==> config.mk <==
export PLATFORM = sky130hd
export DESIGN_NAME = shcp_host_port
export DESIGN_NICKNAME = d
export VERILOG_FILES = /design/src/shcp_pkg.sv /design/src/shcp_host_port.sv /design/src/shcp_drive_table.sv /design/src/shcp_beat_writer.sv
export SDC_FILE = /design/constraint.sdc
export NUM_CORES = 1
export LEC_CHECK = 0
export BUFFER_PORTS_ARGS = -buffer_cell sky130_fd_sc_hd__buf_2
export CAP_MARGIN = 20
export CORE_AREA = 2 2 713 715
export DETAILED_ROUTE_END_ITERATION = 16
export DIE_AREA = 0 0 715 717
export RECOVER_POWER = 50
export SYNTH_ARGS = -nofsm -noshare
export SYNTH_HDL_FRONTEND = slang
export SYNTH_SLANG_ARGS = --single-unit
==> constraint.sdc <==
create_clock -name clk -period 4.9 [get_ports clk]
set_clock_uncertainty 0.2 [all_clocks]
set_input_delay 0.49 -clock clk [delete_from_list [all_inputs] [get_ports clk]]
set_output_delay 0.49 -clock clk [all_outputs]
set_load 0.02 [all_outputs]
==> src/shcp_pkg.sv <==
/*
  Shared constants for the drive host command port: sizes, command codes,
  reset values, data volumes and controller states.
  Assumes a single 10 MHz clock domain; no other package is needed.
*/
package shcp_pkg;

  // Geometry
  localparam int NUM_DRIVES = 4;
  localparam int SEL_W = 2;
  localparam int CODE_W = 3;
  localparam int BLOCK_W = 48;
  localparam int CAUSE_W = 32;
  localparam int WORD_W = 32;
  localparam int CUSTOM_WORDS = 16;
  localparam int DATA_W = 128;

  // Command codes
  localparam logic [CODE_W-1:0] CMD_IDENTIFY = 3'h0;
  localparam logic [CODE_W-1:0] CMD_SHUTDOWN = 3'h1;
  localparam logic [CODE_W-1:0] CMD_WRITE = 3'h2;
  localparam logic [CODE_W-1:0] CMD_READ = 3'h3;
  localparam logic [CODE_W-1:0] CMD_HEALTH = 3'h4;
  localparam logic [CODE_W-1:0] CMD_FLUSH = 3'h6;

  // Returned data volumes, in bytes and in data beats
  localparam int IDENT_BYTES = 8192;
  localparam int HEALTH_BYTES = 512;
  localparam int BEAT_BYTES = DATA_W / 8;
  localparam int IDENT_BEATS = IDENT_BYTES / BEAT_BYTES;
  localparam int HEALTH_BEATS = HEALTH_BYTES / BEAT_BYTES;
  localparam int RAM_ADDR_W = $clog2(IDENT_BEATS);
  localparam int BEAT_CNT_W = RAM_ADDR_W + 1;
  localparam logic [BEAT_CNT_W-1:0] IDENT_LIMIT = BEAT_CNT_W'(IDENT_BEATS);
  localparam logic [BEAT_CNT_W-1:0] HEALTH_LIMIT = BEAT_CNT_W'(HEALTH_BEATS);
  localparam logic [BEAT_CNT_W-1:0] NO_LIMIT = 10'h000;

  // Error cause bit positions
  localparam int ERR_NO_DRIVE = 0;

  // Reset values
  localparam logic [NUM_DRIVES-1:0] PRESENT_RST = 4'h0;
  localparam logic [BLOCK_W-1:0] CAPACITY_RST = 48'h0;
  localparam logic UNIT_RST = 1'b0;
  localparam logic [CAUSE_W-1:0] CAUSE_RST = 32'h0;

  typedef enum logic [2:0] {
    ST_INIT,
    ST_IDLE,
    ST_WAIT,
    ST_DONE,
    ST_INACTIVE
  } shcp_state_type;

endpackage

==> src/shcp_host_port.sv <==
/*
  Command and status port of a host controller for up to four drives.
  Takes one command at a time from user logic with a request/busy
  handshake, hands it to the drive-side engine and reports presence,
  capacity, block size and errors. The drive-side engine (link, queues,
  buffers) sits outside and talks over the op and scan ports on clk.
*/
// Functional notes
// - Synchronous active-low reset named reset_n
// - Presence vector, one bit per drive slot
// - Presence meaningful only after busy falls
// - Single drive shows bit 0; four show all
// - Shutdown completion clears that drive's presence
// - Target select 0..3 picks drive 0..3
// - Codes: identify, shutdown, write, read, health, flush
// - Busy high while occupied; request only idle
// - Write/read use range; health/flush use words
// - Per-drive capacity, zero until identify completes
// - Unit size flags, zero until identify completes
// - Error flag while cause nonzero, until reset
// - Error device shows drive being operated
// - User data paths are 128 bits wide
// - Identify returns 8 KB, health 512 bytes
// - All drives shut down: inactive until reset
// - No drive at scan sets cause bit 0
`timescale 1ns/100ps
`default_nettype none
module shcp_host_port
  import shcp_pkg::*;
#(
  parameter int DRIVES = NUM_DRIVES,
  parameter int DATA_WIDTH = DATA_W
) (
  // Clock and reset
  input wire logic clk,
  input wire logic reset_n,
  // User command
  input wire logic [SEL_W-1:0] targetSelect,
  input wire logic [CODE_W-1:0] commandCode,
  input wire logic [BLOCK_W-1:0] startBlock,
  input wire logic [BLOCK_W-1:0] blockCount,
  input wire logic [CUSTOM_WORDS-1:0][WORD_W-1:0] customSubmissionWords,
  input wire logic request,
  output logic busyFlag,
  // User status
  output logic [NUM_DRIVES-1:0] devicePresent,
  output logic [NUM_DRIVES-1:0][BLOCK_W-1:0] capacityWord,
  output logic [NUM_DRIVES-1:0] unitSizeFlags,
  output logic errorFlag,
  output logic [CAUSE_W-1:0] errorCause,
  output logic [SEL_W-1:0] errorDevice,
  // User RAM write port for identify and health data
  output logic ramWrite,
  output logic [RAM_ADDR_W-1:0] ramAddr,
  output logic [DATA_W-1:0] ramData,
  // Drive scan result
  input wire logic scanDone,
  input wire logic [NUM_DRIVES-1:0] scanPresent,
  // Drive-side operation request
  output logic opStart,
  output logic [CODE_W-1:0] opCode,
  output logic [SEL_W-1:0] opDrive,
  output logic [BLOCK_W-1:0] opStartBlock,
  output logic [BLOCK_W-1:0] opBlockCount,
  output logic opUseCustom,
  output logic [CUSTOM_WORDS-1:0][WORD_W-1:0] opCustomWords,
  // Drive-side operation result
  input wire logic opDone,
  input wire logic [CAUSE_W-1:0] opFault,
  input wire logic [BLOCK_W-1:0] idCapacity,
  input wire logic idLargeUnit,
  input wire logic beatValid,
  input wire logic [DATA_W-1:0] beatData
);

  if (DRIVES != NUM_DRIVES) begin : g_bad_drives
    $error("drive count must match the two-bit target select");
  end
  if (DATA_WIDTH != DATA_W) begin : g_bad_width
    $error("user data path width is fixed");
  end

  shcp_state_type state_ff;
  shcp_state_type nxt_state;
  logic busy_ff;
  logic opStart_ff;
  logic [CODE_W-1:0] opCode_ff;
  logic [SEL_W-1:0] opDrive_ff;
  logic [BLOCK_W-1:0] opStartBlock_ff;
  logic [BLOCK_W-1:0] opBlockCount_ff;
  logic opUseCustom_ff;
  logic [CUSTOM_WORDS-1:0][WORD_W-1:0] opCustom_ff;
  logic [CAUSE_W-1:0] errorCause_ff;
  logic [CAUSE_W-1:0] nxt_errorCause;
  logic errorFlag_ff;
  logic [SEL_W-1:0] errorDevice_ff;
  logic accept;
  logic reserved;
  logic rangeCmd;
  logic customCmd;
  logic finish;
  logic noDrive;
  logic [BEAT_CNT_W-1:0] armLimit;

  // Command decode
  assign accept = (state_ff == ST_IDLE) && request;
  assign reserved = !(commandCode inside {CMD_IDENTIFY, CMD_SHUTDOWN,
    CMD_WRITE, CMD_READ, CMD_HEALTH, CMD_FLUSH});
  assign rangeCmd = commandCode inside {CMD_WRITE, CMD_READ};
  assign customCmd = commandCode inside {CMD_HEALTH, CMD_FLUSH};
  assign finish = (state_ff == ST_WAIT) && opDone;
  assign noDrive = (state_ff == ST_INIT) && scanDone &&
    (scanPresent == PRESENT_RST);

  always_comb begin
    nxt_state = state_ff;
    unique case (state_ff)
      ST_INIT: begin
        if (scanDone) begin
          nxt_state = noDrive ? ST_INACTIVE : ST_IDLE;
        end
      end
      ST_IDLE: begin
        if (request) begin
          // Reserved codes are taken but never reach a drive
          nxt_state = reserved ? ST_DONE : ST_WAIT;
        end
      end
      ST_WAIT: begin
        if (opDone) begin
          nxt_state = ST_DONE;
        end
      end
      ST_DONE: begin
        // Presence already reflects a completed shutdown here
        if (devicePresent == PRESENT_RST) begin
          nxt_state = ST_INACTIVE;
        end else begin
          nxt_state = ST_IDLE;
        end
      end
      ST_INACTIVE: begin
        nxt_state = ST_INACTIVE;
      end
    endcase
  end

  always_ff @(posedge clk) begin
    if (!reset_n) begin
      state_ff <= ST_INIT;
    end else begin
      state_ff <= nxt_state;
    end
  end

  // Busy is low only while waiting in idle
  always_ff @(posedge clk) begin
    if (!reset_n) begin
      busy_ff <= 1'b1;
    end else begin
      busy_ff <= (nxt_state != ST_IDLE);
    end
  end

  // Operation launch, one-cycle strobe
  always_ff @(posedge clk) begin
    if (!reset_n) begin
      opStart_ff <= 1'b0;
    end else begin
      opStart_ff <= accept && !reserved;
    end
  end

  // Parameter capture on the accepting cycle
  always_ff @(posedge clk) begin
    if (!reset_n) begin
      opCode_ff <= CMD_IDENTIFY;
      opDrive_ff <= '0;
      opStartBlock_ff <= '0;
      opBlockCount_ff <= '0;
      opUseCustom_ff <= 1'b0;
      opCustom_ff <= '0;
    end else if (accept) begin
      opCode_ff <= commandCode;
      opDrive_ff <= targetSelect;
      opStartBlock_ff <= rangeCmd ? startBlock : '0;
      opBlockCount_ff <= rangeCmd ? blockCount : '0;
      opUseCustom_ff <= customCmd;
      opCustom_ff <= customCmd ? customSubmissionWords : '0;
    end
  end

  // Drive currently being operated
  always_ff @(posedge clk) begin
    if (!reset_n) begin
      errorDevice_ff <= '0;
    end else if (accept) begin
      errorDevice_ff <= targetSelect;
    end
  end

  // Sticky error cause; only reset clears it
  always_comb begin
    nxt_errorCause = errorCause_ff;
    if (noDrive) begin
      nxt_errorCause[ERR_NO_DRIVE] = 1'b1;
    end
    if (finish) begin
      nxt_errorCause = nxt_errorCause | opFault;
    end
  end

  always_ff @(posedge clk) begin
    if (!reset_n) begin
      errorCause_ff <= CAUSE_RST;
      errorFlag_ff <= 1'b0;
    end else begin
      errorCause_ff <= nxt_errorCause;
      errorFlag_ff <= (nxt_errorCause != CAUSE_RST);
    end
  end

  // Returned data volume per command
  always_comb begin
    armLimit = NO_LIMIT;
    if (commandCode == CMD_IDENTIFY) begin
      armLimit = IDENT_LIMIT;
    end else if (commandCode == CMD_HEALTH) begin
      armLimit = HEALTH_LIMIT;
    end
  end

  shcp_drive_table u_table (
    .clk(clk),
    .reset_n(reset_n),
    .scanLoad((state_ff == ST_INIT) && scanDone),
    .scanPresent(scanPresent),
    .drive(opDrive_ff),
    .identifyLoad(finish && (opCode_ff == CMD_IDENTIFY)),
    .idCapacity(idCapacity),
    .idLargeUnit(idLargeUnit),
    .shutdownClear(finish && (opCode_ff == CMD_SHUTDOWN)),
    .present(devicePresent),
    .capacity(capacityWord),
    .largeUnit(unitSizeFlags)
  );

  shcp_beat_writer u_beats (
    .clk(clk),
    .reset_n(reset_n),
    .arm(accept),
    .beatLimit(armLimit),
    .beatValid(beatValid),
    .beatData(beatData),
    .ramWrite(ramWrite),
    .ramAddr(ramAddr),
    .ramData(ramData)
  );

  assign busyFlag = busy_ff;
  assign opStart = opStart_ff;
  assign opCode = opCode_ff;
  assign opDrive = opDrive_ff;
  assign opStartBlock = opStartBlock_ff;
  assign opBlockCount = opBlockCount_ff;
  assign opUseCustom = opUseCustom_ff;
  assign opCustomWords = opCustom_ff;
  assign errorCause = errorCause_ff;
  assign errorFlag = errorFlag_ff;
  assign errorDevice = errorDevice_ff;
endmodule
`default_nettype wire

==> src/shcp_drive_table.sv <==
/*
  Per-drive status table: presence, capacity and logical block size.
  Assumes load and clear strobes come from the command controller on clk.
*/
`timescale 1ns/100ps
`default_nettype none
module shcp_drive_table
  import shcp_pkg::*;
(
  // Clock and reset
  input wire logic clk,
  input wire logic reset_n,
  // Scan result
  input wire logic scanLoad,
  input wire logic [NUM_DRIVES-1:0] scanPresent,
  // Command results
  input wire logic [SEL_W-1:0] drive,
  input wire logic identifyLoad,
  input wire logic [BLOCK_W-1:0] idCapacity,
  input wire logic idLargeUnit,
  input wire logic shutdownClear,
  // Table contents
  output logic [NUM_DRIVES-1:0] present,
  output logic [NUM_DRIVES-1:0][BLOCK_W-1:0] capacity,
  output logic [NUM_DRIVES-1:0] largeUnit
);

  for (genvar g = 0; g < NUM_DRIVES; g++) begin : g_drive
    always_ff @(posedge clk) begin
      if (!reset_n) begin
        present[g] <= PRESENT_RST[g];
      end else if (scanLoad) begin
        present[g] <= scanPresent[g];
      end else if (shutdownClear && drive == SEL_W'(g)) begin
        present[g] <= 1'b0;
      end
    end

    always_ff @(posedge clk) begin
      if (!reset_n) begin
        capacity[g] <= CAPACITY_RST;
        largeUnit[g] <= UNIT_RST;
      end else if (identifyLoad && drive == SEL_W'(g)) begin
        capacity[g] <= idCapacity;
        largeUnit[g] <= idLargeUnit;
      end
    end

  end
endmodule
`default_nettype wire

==> src/shcp_beat_writer.sv <==
/*
  Writes returned data beats into the user RAM port, one address per beat,
  capped at the volume armed for the current command.
  Assumes arm and beats arrive on clk; arm is a one-cycle pulse.
*/
`timescale 1ns/100ps
`default_nettype none
module shcp_beat_writer
  import shcp_pkg::*;
(
  // Clock and reset
  input wire logic clk,
  input wire logic reset_n,
  // Command control
  input wire logic arm,
  input wire logic [BEAT_CNT_W-1:0] beatLimit,
  // Incoming beats
  input wire logic beatValid,
  input wire logic [DATA_W-1:0] beatData,
  // RAM write port
  output logic ramWrite,
  output logic [RAM_ADDR_W-1:0] ramAddr,
  output logic [DATA_W-1:0] ramData
);

  logic [BEAT_CNT_W-1:0] count_ff;
  logic [BEAT_CNT_W-1:0] limit_ff;
  logic take;

  // Beats past the armed volume are dropped
  assign take = beatValid && !arm && (count_ff < limit_ff);

  always_ff @(posedge clk) begin
    if (!reset_n) begin
      count_ff <= NO_LIMIT;
      limit_ff <= NO_LIMIT;
    end else if (arm) begin
      count_ff <= NO_LIMIT;
      limit_ff <= beatLimit;
    end else if (take) begin
      count_ff <= count_ff + 1'b1;
    end
  end

  always_ff @(posedge clk) begin
    if (!reset_n) begin
      ramWrite <= 1'b0;
      ramAddr <= '0;
      ramData <= '0;
    end else begin
      ramWrite <= take;
      if (take) begin
        ramAddr <= count_ff[RAM_ADDR_W-1:0];
        ramData <= beatData;
      end
    end
  end
endmodule
`default_nettype wire

==> results of run 1 <==
-- final cells by class --
class                      count  area [um^2]
antenna                      101          253
clock buffer                 186         3980
clock inverter                63          802
fill                       58000       443000
inverter                       4         22.5
multi-input combinational   1834        11200
sequential                  1002        20100
tap                         6706         8390
timing repair buffer        2724        17000
-- layer usage --
layer	vias up	global-route usage
met3	880	0.109
met4	98	0.0498
li1	16700	-
met1	18300	0.145
met2	2398	0.215
met5	-	0.00280
-- kinds of logic after synthesis --
group | Yosys count | synth area share
DFF | 1002 | 0.617
AOI/OAI and AO/OA | 1153 | 0.249
adders and majority gates | 2 | 0.000770
and+or+nand+nor | 674 | 0.0902
buffers and inverters | 298 | 0.0408
muxes | 5 | 0.00154
-- registers in the layout, indices dropped and copies added, names as in the netlist, 4 cells and up --
name / count
u_beats.count_ff: 10
u_table.present: 4
u_table.largeUnit: 4
u_beats.ramAddr: 9
opCustomWords: 512
opStartBlock: 48
errorCause: 32
u_beats.ramData: 128
u_table.capacity: 192
opBlockCount: 48
-- cell usage after synthesis, types with 2 or more instances --
cell       number  area share
nand2b_1        4     0.00077
or4b_1          2     0.00062
buf_1           8     0.00092
inv_1           4     0.00046
buf_2         137       0.021
o21ai_0       149       0.023
nor3b_2         2     0.00077
nand4bb_1       2     0.00069
buf_4           5      0.0012
or4_1           5      0.0012
nor3_1          8      0.0012
a22o_1        608        0.16
buf_6           2     0.00069
nand2_1       419       0.048
nor4_1         18      0.0035
mux2i_1         5      0.0015
clkbuf_1      141       0.016
dfxtp_1      1002        0.62
nand3_1       149       0.023
nand4_1         5     0.00096
o41ai_1         2     0.00054
ha_1            2     0.00077
or3_1          10      0.0019
a21oi_1       383       0.059
o31ai_1         3     0.00069
nor2_1         40      0.0046
-- repair_timing --
item	CTS	global route
endpoints found under the setup margin	0	0
hold buffers	834	1
hold endpoints to repair	977	2
-- cell usage in the layout, fill, tap and decap left out, types with 22 or more instances in the layout --
| cell | Yosys | final |
|---|---|---|
| a21oi_1 | 383 | 383 |
| a22o_1 | 608 | 608 |
| buf_2 | 137 | 842 |
| buf_4 | 5 | 44 |
| clkbuf_1 | 141 | 1000 |
| clkbuf_16 | 0 | 144 |
| clkbuf_8 | 0 | 22 |
| dfxtp_1 | 1002 | 1002 |
| diode_2 | 0 | 101 |
| dlygate4sd3_1 | 0 | 835 |
| nand2_1 | 419 | 419 |
| nand3_1 | 149 | 148 |
| nor2_1 | 40 | 39 |
| o21ai_0 | 149 | 149 |
-- power by group through the flow --
stage,Combinational (W),Sequential (W),Clock (W)
2_1_floorplan,0.000442,0.00867,0
3_3_place_gp,0.00168,0.00854,0
3_5_place_dp,0.00168,0.00854,0
4_1_cts,0.00244,0.00837,0.0114
5_1_grt,0.00250,0.00838,0.0116
6_report,0.00237,0.00837,0.0110
-- through the flow --
stage	instance area [um^2]	setup slack (ns)
after floorplan	32500	2.74
after global placement	49600	1.40
after detailed placement	49600	1.38
after CTS	62700	1.37
after global routing	61700	0.763
final	61800	0.893
-- worst register-to-register path: cells and delay by family, from the launching register on --
kind,cells,cell delay (ns)
buffers and inverters,3,1.89
flip-flops,1,0.73
AND/OR/NAND/NOR,2,0.61
AO/OA/AOI/OAI,1,0.47
-- worst paths after layout --
check	startpoint	endpoint	cells after the start
worst max register to register	state_ff[0]$_SDFF_PN0_	opCustomWords[411]$_SDFFE_PN0P_	6
worst max-delay path	state_ff[0]$_SDFF_PN0_	opCustomWords[411]$_SDFFE_PN0P_	6
worst min register to register	u_table.capacity[113]$_SDFFE_PN0P_	u_table.capacity[113]$_SDFFE_PN0P_	2
worst min-delay path	customSubmissionWords[156]	opCustomWords[156]$_SDFFE_PN0P_	3
==> metrics, run 1 <==
DRC=0; EDFF count, synth=0; CTS H-tree lvls=4; Final Util=0.122; Buf/Inv on CP=3; CTS tree=done; RePlAce Congestion=approximately 1; DR vias=around 38000; Iter 0 DRT Violations=3174; met2 WL post-DR=between 150000 and 200000 um; post-route insts no fill=12600; Port Buffers=approximately 1800; wl on met1=133000 um; Comb power frac=0.109; initial antenna violation count=311; synthesized flop and latch total=1002; period utilization=0.818; CP most frequent cell=buf_12; Longest Clk Path Bufs=4; CP required=roughly 5.4 ns; Peak VDD IR=0.000218 V; Post-synth top flop=dfxtp_1; placed insts=11400; cell area after synthesis=32500 um^2; highest metal used=met5; Synth Warn #=0; max-slew violations=49; sequential cell area fraction in the yosys report=0.617; final hold slack=between 0.1 and 0.15 ns; post-CTS sizing=0; drt pass-1 iters=7; final worst path period need=4.01 ns; vias in the first global route=roughly 36000; worst-skew pair later-pin latency=slightly below 0.9 ns; worst slew pin tran=1.76 ns; sw frac=0.287; Critical Path Slowest Stage Cell=clkbuf_1; CP arrival=4.54 ns; Initial Util=0.0644; Sink Count=1002; total CTS buffers=144; max incr delay on CP=1.27 ns; worst-path cell chain=and4bb_1 > clkbuf_1 > nor2_4 > buf_12 > buf_12 > a22o_1; total track usage=0.141; cell family with most CP delay=buffers and inverters; proportion of layout cells with a drive suffix above 1=0.200; Seq pwr share=0.386; Post-Syn Instances=between 3000 and 4000; Final nets=6544; HP Class=in -> reg; die area=513000 um^2; Top Ports=1821; failing checks=max-capacitance violations, max-slew violations; syn_nets=3968; row count=261; Max Cap Viol=2; Synth cell types=45; fraction of registers with async set/reset=0; slew margin rel.=-0.174; clock share of power=0.505; Avg Cell Area, Syn=10.4 um^2; Pwr Total=0.0217 W; drt total wl=382000 um; RSZ-0062 raised after global routing=no; Finish-stage setup viols=0; DRT antenna net count=0; gr ovfl total=0; DR vias/cell=between 3 and 4; Post-CTS Setup Bufs=0; crit path launch type=flip-flop; status=finished with violations; Reg2Reg Setup Slack=0.89 ns; CTS root buffer=clkbuf_16; Pwr Density=351 nW/um^2; crit-path max FO=110; fmax=250 MHz; P_sw=0.00624 W; area grow syn2layout=90.1%; CP Class=reg -> reg; Worst setup EP type=flip-flop; Routed wire per std cell=30.3 um; Reg clk slew, reported paths=0.06 ns; chip height=717 um; dpl hpwl=328000 um; P_int=0.0155 W; LEAKAGE=roughly 22 nW; Met3 Wirelength=just under 70000 um; Hold Vio Cnt, Final=0; maximum number of pins on one net before global-route repair=roughly 160; first-pass GRT wire length=455000 um; CORE AREA=505000 um^2; die width=715 um; TNS Setup=0 ns
No activity file was read; power rests on OpenSTA's default activity.
==> run 2, diff against run 1 <==
Clock period 4.9 ns to 3.3 ns, I/O delays scaled along.
==> run 2 against run 1 <==
  * The run still ends with max-capacitance violations, max-slew violations left
  * Global-route usage up 0.20 points
  * Non-clock buffer count up 453
  * Largest power group unchanged
  * Critical path type unchanged
  * Sequential power up 48%
  * Largest cell class is now buffers
==> metrics, run 2 (synthesis results as in run 1) <==
Reg clk slew, reported paths=0.06 ns; worst-skew pair later-pin latency=0.86 ns; DR vias=around 40000; Post-CTS Setup Bufs=0; Worst setup EP type=flip-flop; Routed wire per std cell=29.7 um; Initial Util=0.0644; Pwr Density=487 nW/um^2; proportion of layout cells with a drive suffix above 1=0.191; status=finished with violations; most common cell after layout, fill and taps aside=dlygate4sd3_1; initial antenna violation count=between 200 and 300; Reg2Reg Setup Slack=just over 0.2 ns; Hold Vio Cnt, Final=0; period utilization=0.938; die width=715 um; Finish-stage setup viols=0; RSZ-0062 raised after global routing=no; fmax=323 MHz; CP Class=reg -> reg; crit-path max FO=48; slew margin rel.=-0.0993; CTS root buffer=clkbuf_16; Max Cap Viol=1; cell family with most CP delay=simple AND/OR/NAND/NOR gates; Top Ports=between 1500 and 2000; first-pass GRT wire length=466000 um; dpl hpwl=329000 um; maximum number of pins on one net before global-route repair=140; Buf/Inv on CP=2; CTS H-tree lvls=4; DRC=0; row count=approximately 260; Critical Path Slowest Stage Cell=dfxtp_1; crit path launch type=flip-flop; Cell Area, Placed=between 40000 and 50000 um^2; vias in the first global route=38900; worst slew pin tran=1.65 ns; fill count=57600; DRT antenna net count=0; worst-path cell chain=and4bb_2 > nand2_1 > nor3b_4 > buf_12 > a22o_1 > dlygate4sd3_1; Final nets=about 7000; CP arrival=3.65 ns; die area=a little over 500000 um^2; max incr delay on CP=roughly 0.57 ns; Final WS setup=approximately 0.20 ns; gr ovfl total=0; total CTS buffers=139; Peak VDD IR=between 0.0003 and 0.0004 V; Longest Clk Path Bufs=4; HP Class=in -> reg; final worst path period need=slightly above 3 ns; TNS Setup=0 ns; Sink Count=1002; Iter 0 DRT Violations=2960; area grow syn2layout=104%; RePlAce Congestion=0.964; commonest non-fill, non-tap cells in the layout=dlygate4sd3_1, dfxtp_1, clkbuf_1; total track usage=0.143; max-slew violations=58; failing checks=max-capacitance violations, max-slew violations; drt total wl=slightly below 400000 um; Port Buffers=roughly 1800; CORE AREA=505000 um^2; max reg flops=512; Post-Layout Inst Area=66300 um^2; drt pass-1 iters=7; chip height=717 um; final hold slack=~0.088 ns; pre-CTS setup slack=0.363 ns; LEAKAGE=between 20 and 25 nW; CP required=3.85 ns; CTS tree=done; DR vias/cell=3.09
run 2: metrics by stage:
stage,util,power [W],std cells
after global routing,0.131,0.0333,13000
after floorplan,-,0.0135,3134
after CTS,0.133,0.0328,13000
after global placement,0.0989,0.0152,11500
after detailed placement,0.0989,0.0152,11500
final,0.131,0.0323,13100
run 2: worst reg2reg max path, cell delays in order, from the launching register on:
cell	delay [ns]
dfxtp_1	0.57
and4bb_2	0.47
nand2_1	0.23
nor3b_4	0.43
buf_12	0.27
a22o_1	0.28
dlygate4sd3_1	0.57
run 2: where the power goes:
part / leakage [nW] / internal, W / switching [W]
combinational: 13.5 / 0.00157 / 0.00229
clock: 2.28 / 0.00933 / 0.00666
sequential: 8.08 / 0.0123 / 0.000138
run 2: repair_timing:
action | in CTS | in global routing
resized for setup | 0 | 1
endpoints found under the setup margin | 0 | 13
hold endpoints to repair | 1000 | 0
hold buffers | 1265 | 0
run 2: layout make-up:
cell class              instances  area [um^2]  area share
diodes                        110          275     0.00415
clock buffers                 180         3840      0.0580
clock inverters                63          820      0.0124
inverters                       4         22.5    0.000340
multi-input cells            1834        11200       0.169
flip-flops and latches       1002        20100       0.303
well taps                    6706         8390       0.127
repair buffers               3177        21700       0.327
run 2: routing by layer:
layer / GRT usage / wire length, um
met1: 0.153 / 142000
met2: 0.220 / 166000
met3: 0.0985 / 59800
met4: 0.0534 / 19100
met5: 0.00345 / 831
run 2: worst paths after layout:
path                                          start                                end  cells after the start
hold reg to reg   u_table.capacity[42]$_SDFFE_PN0P_  u_table.capacity[42]$_SDFFE_PN0P_                      2
hold / removal           customSubmissionWords[487]    opCustomWords[487]$_SDFFE_PN0P_                      3
setup reg to reg             state_ff[0]$_SDFF_PN0_      opStartBlock[44]$_SDFFE_PN0P_                      6
setup / recovery             state_ff[0]$_SDFF_PN0_      opStartBlock[44]$_SDFFE_PN0P_                      6
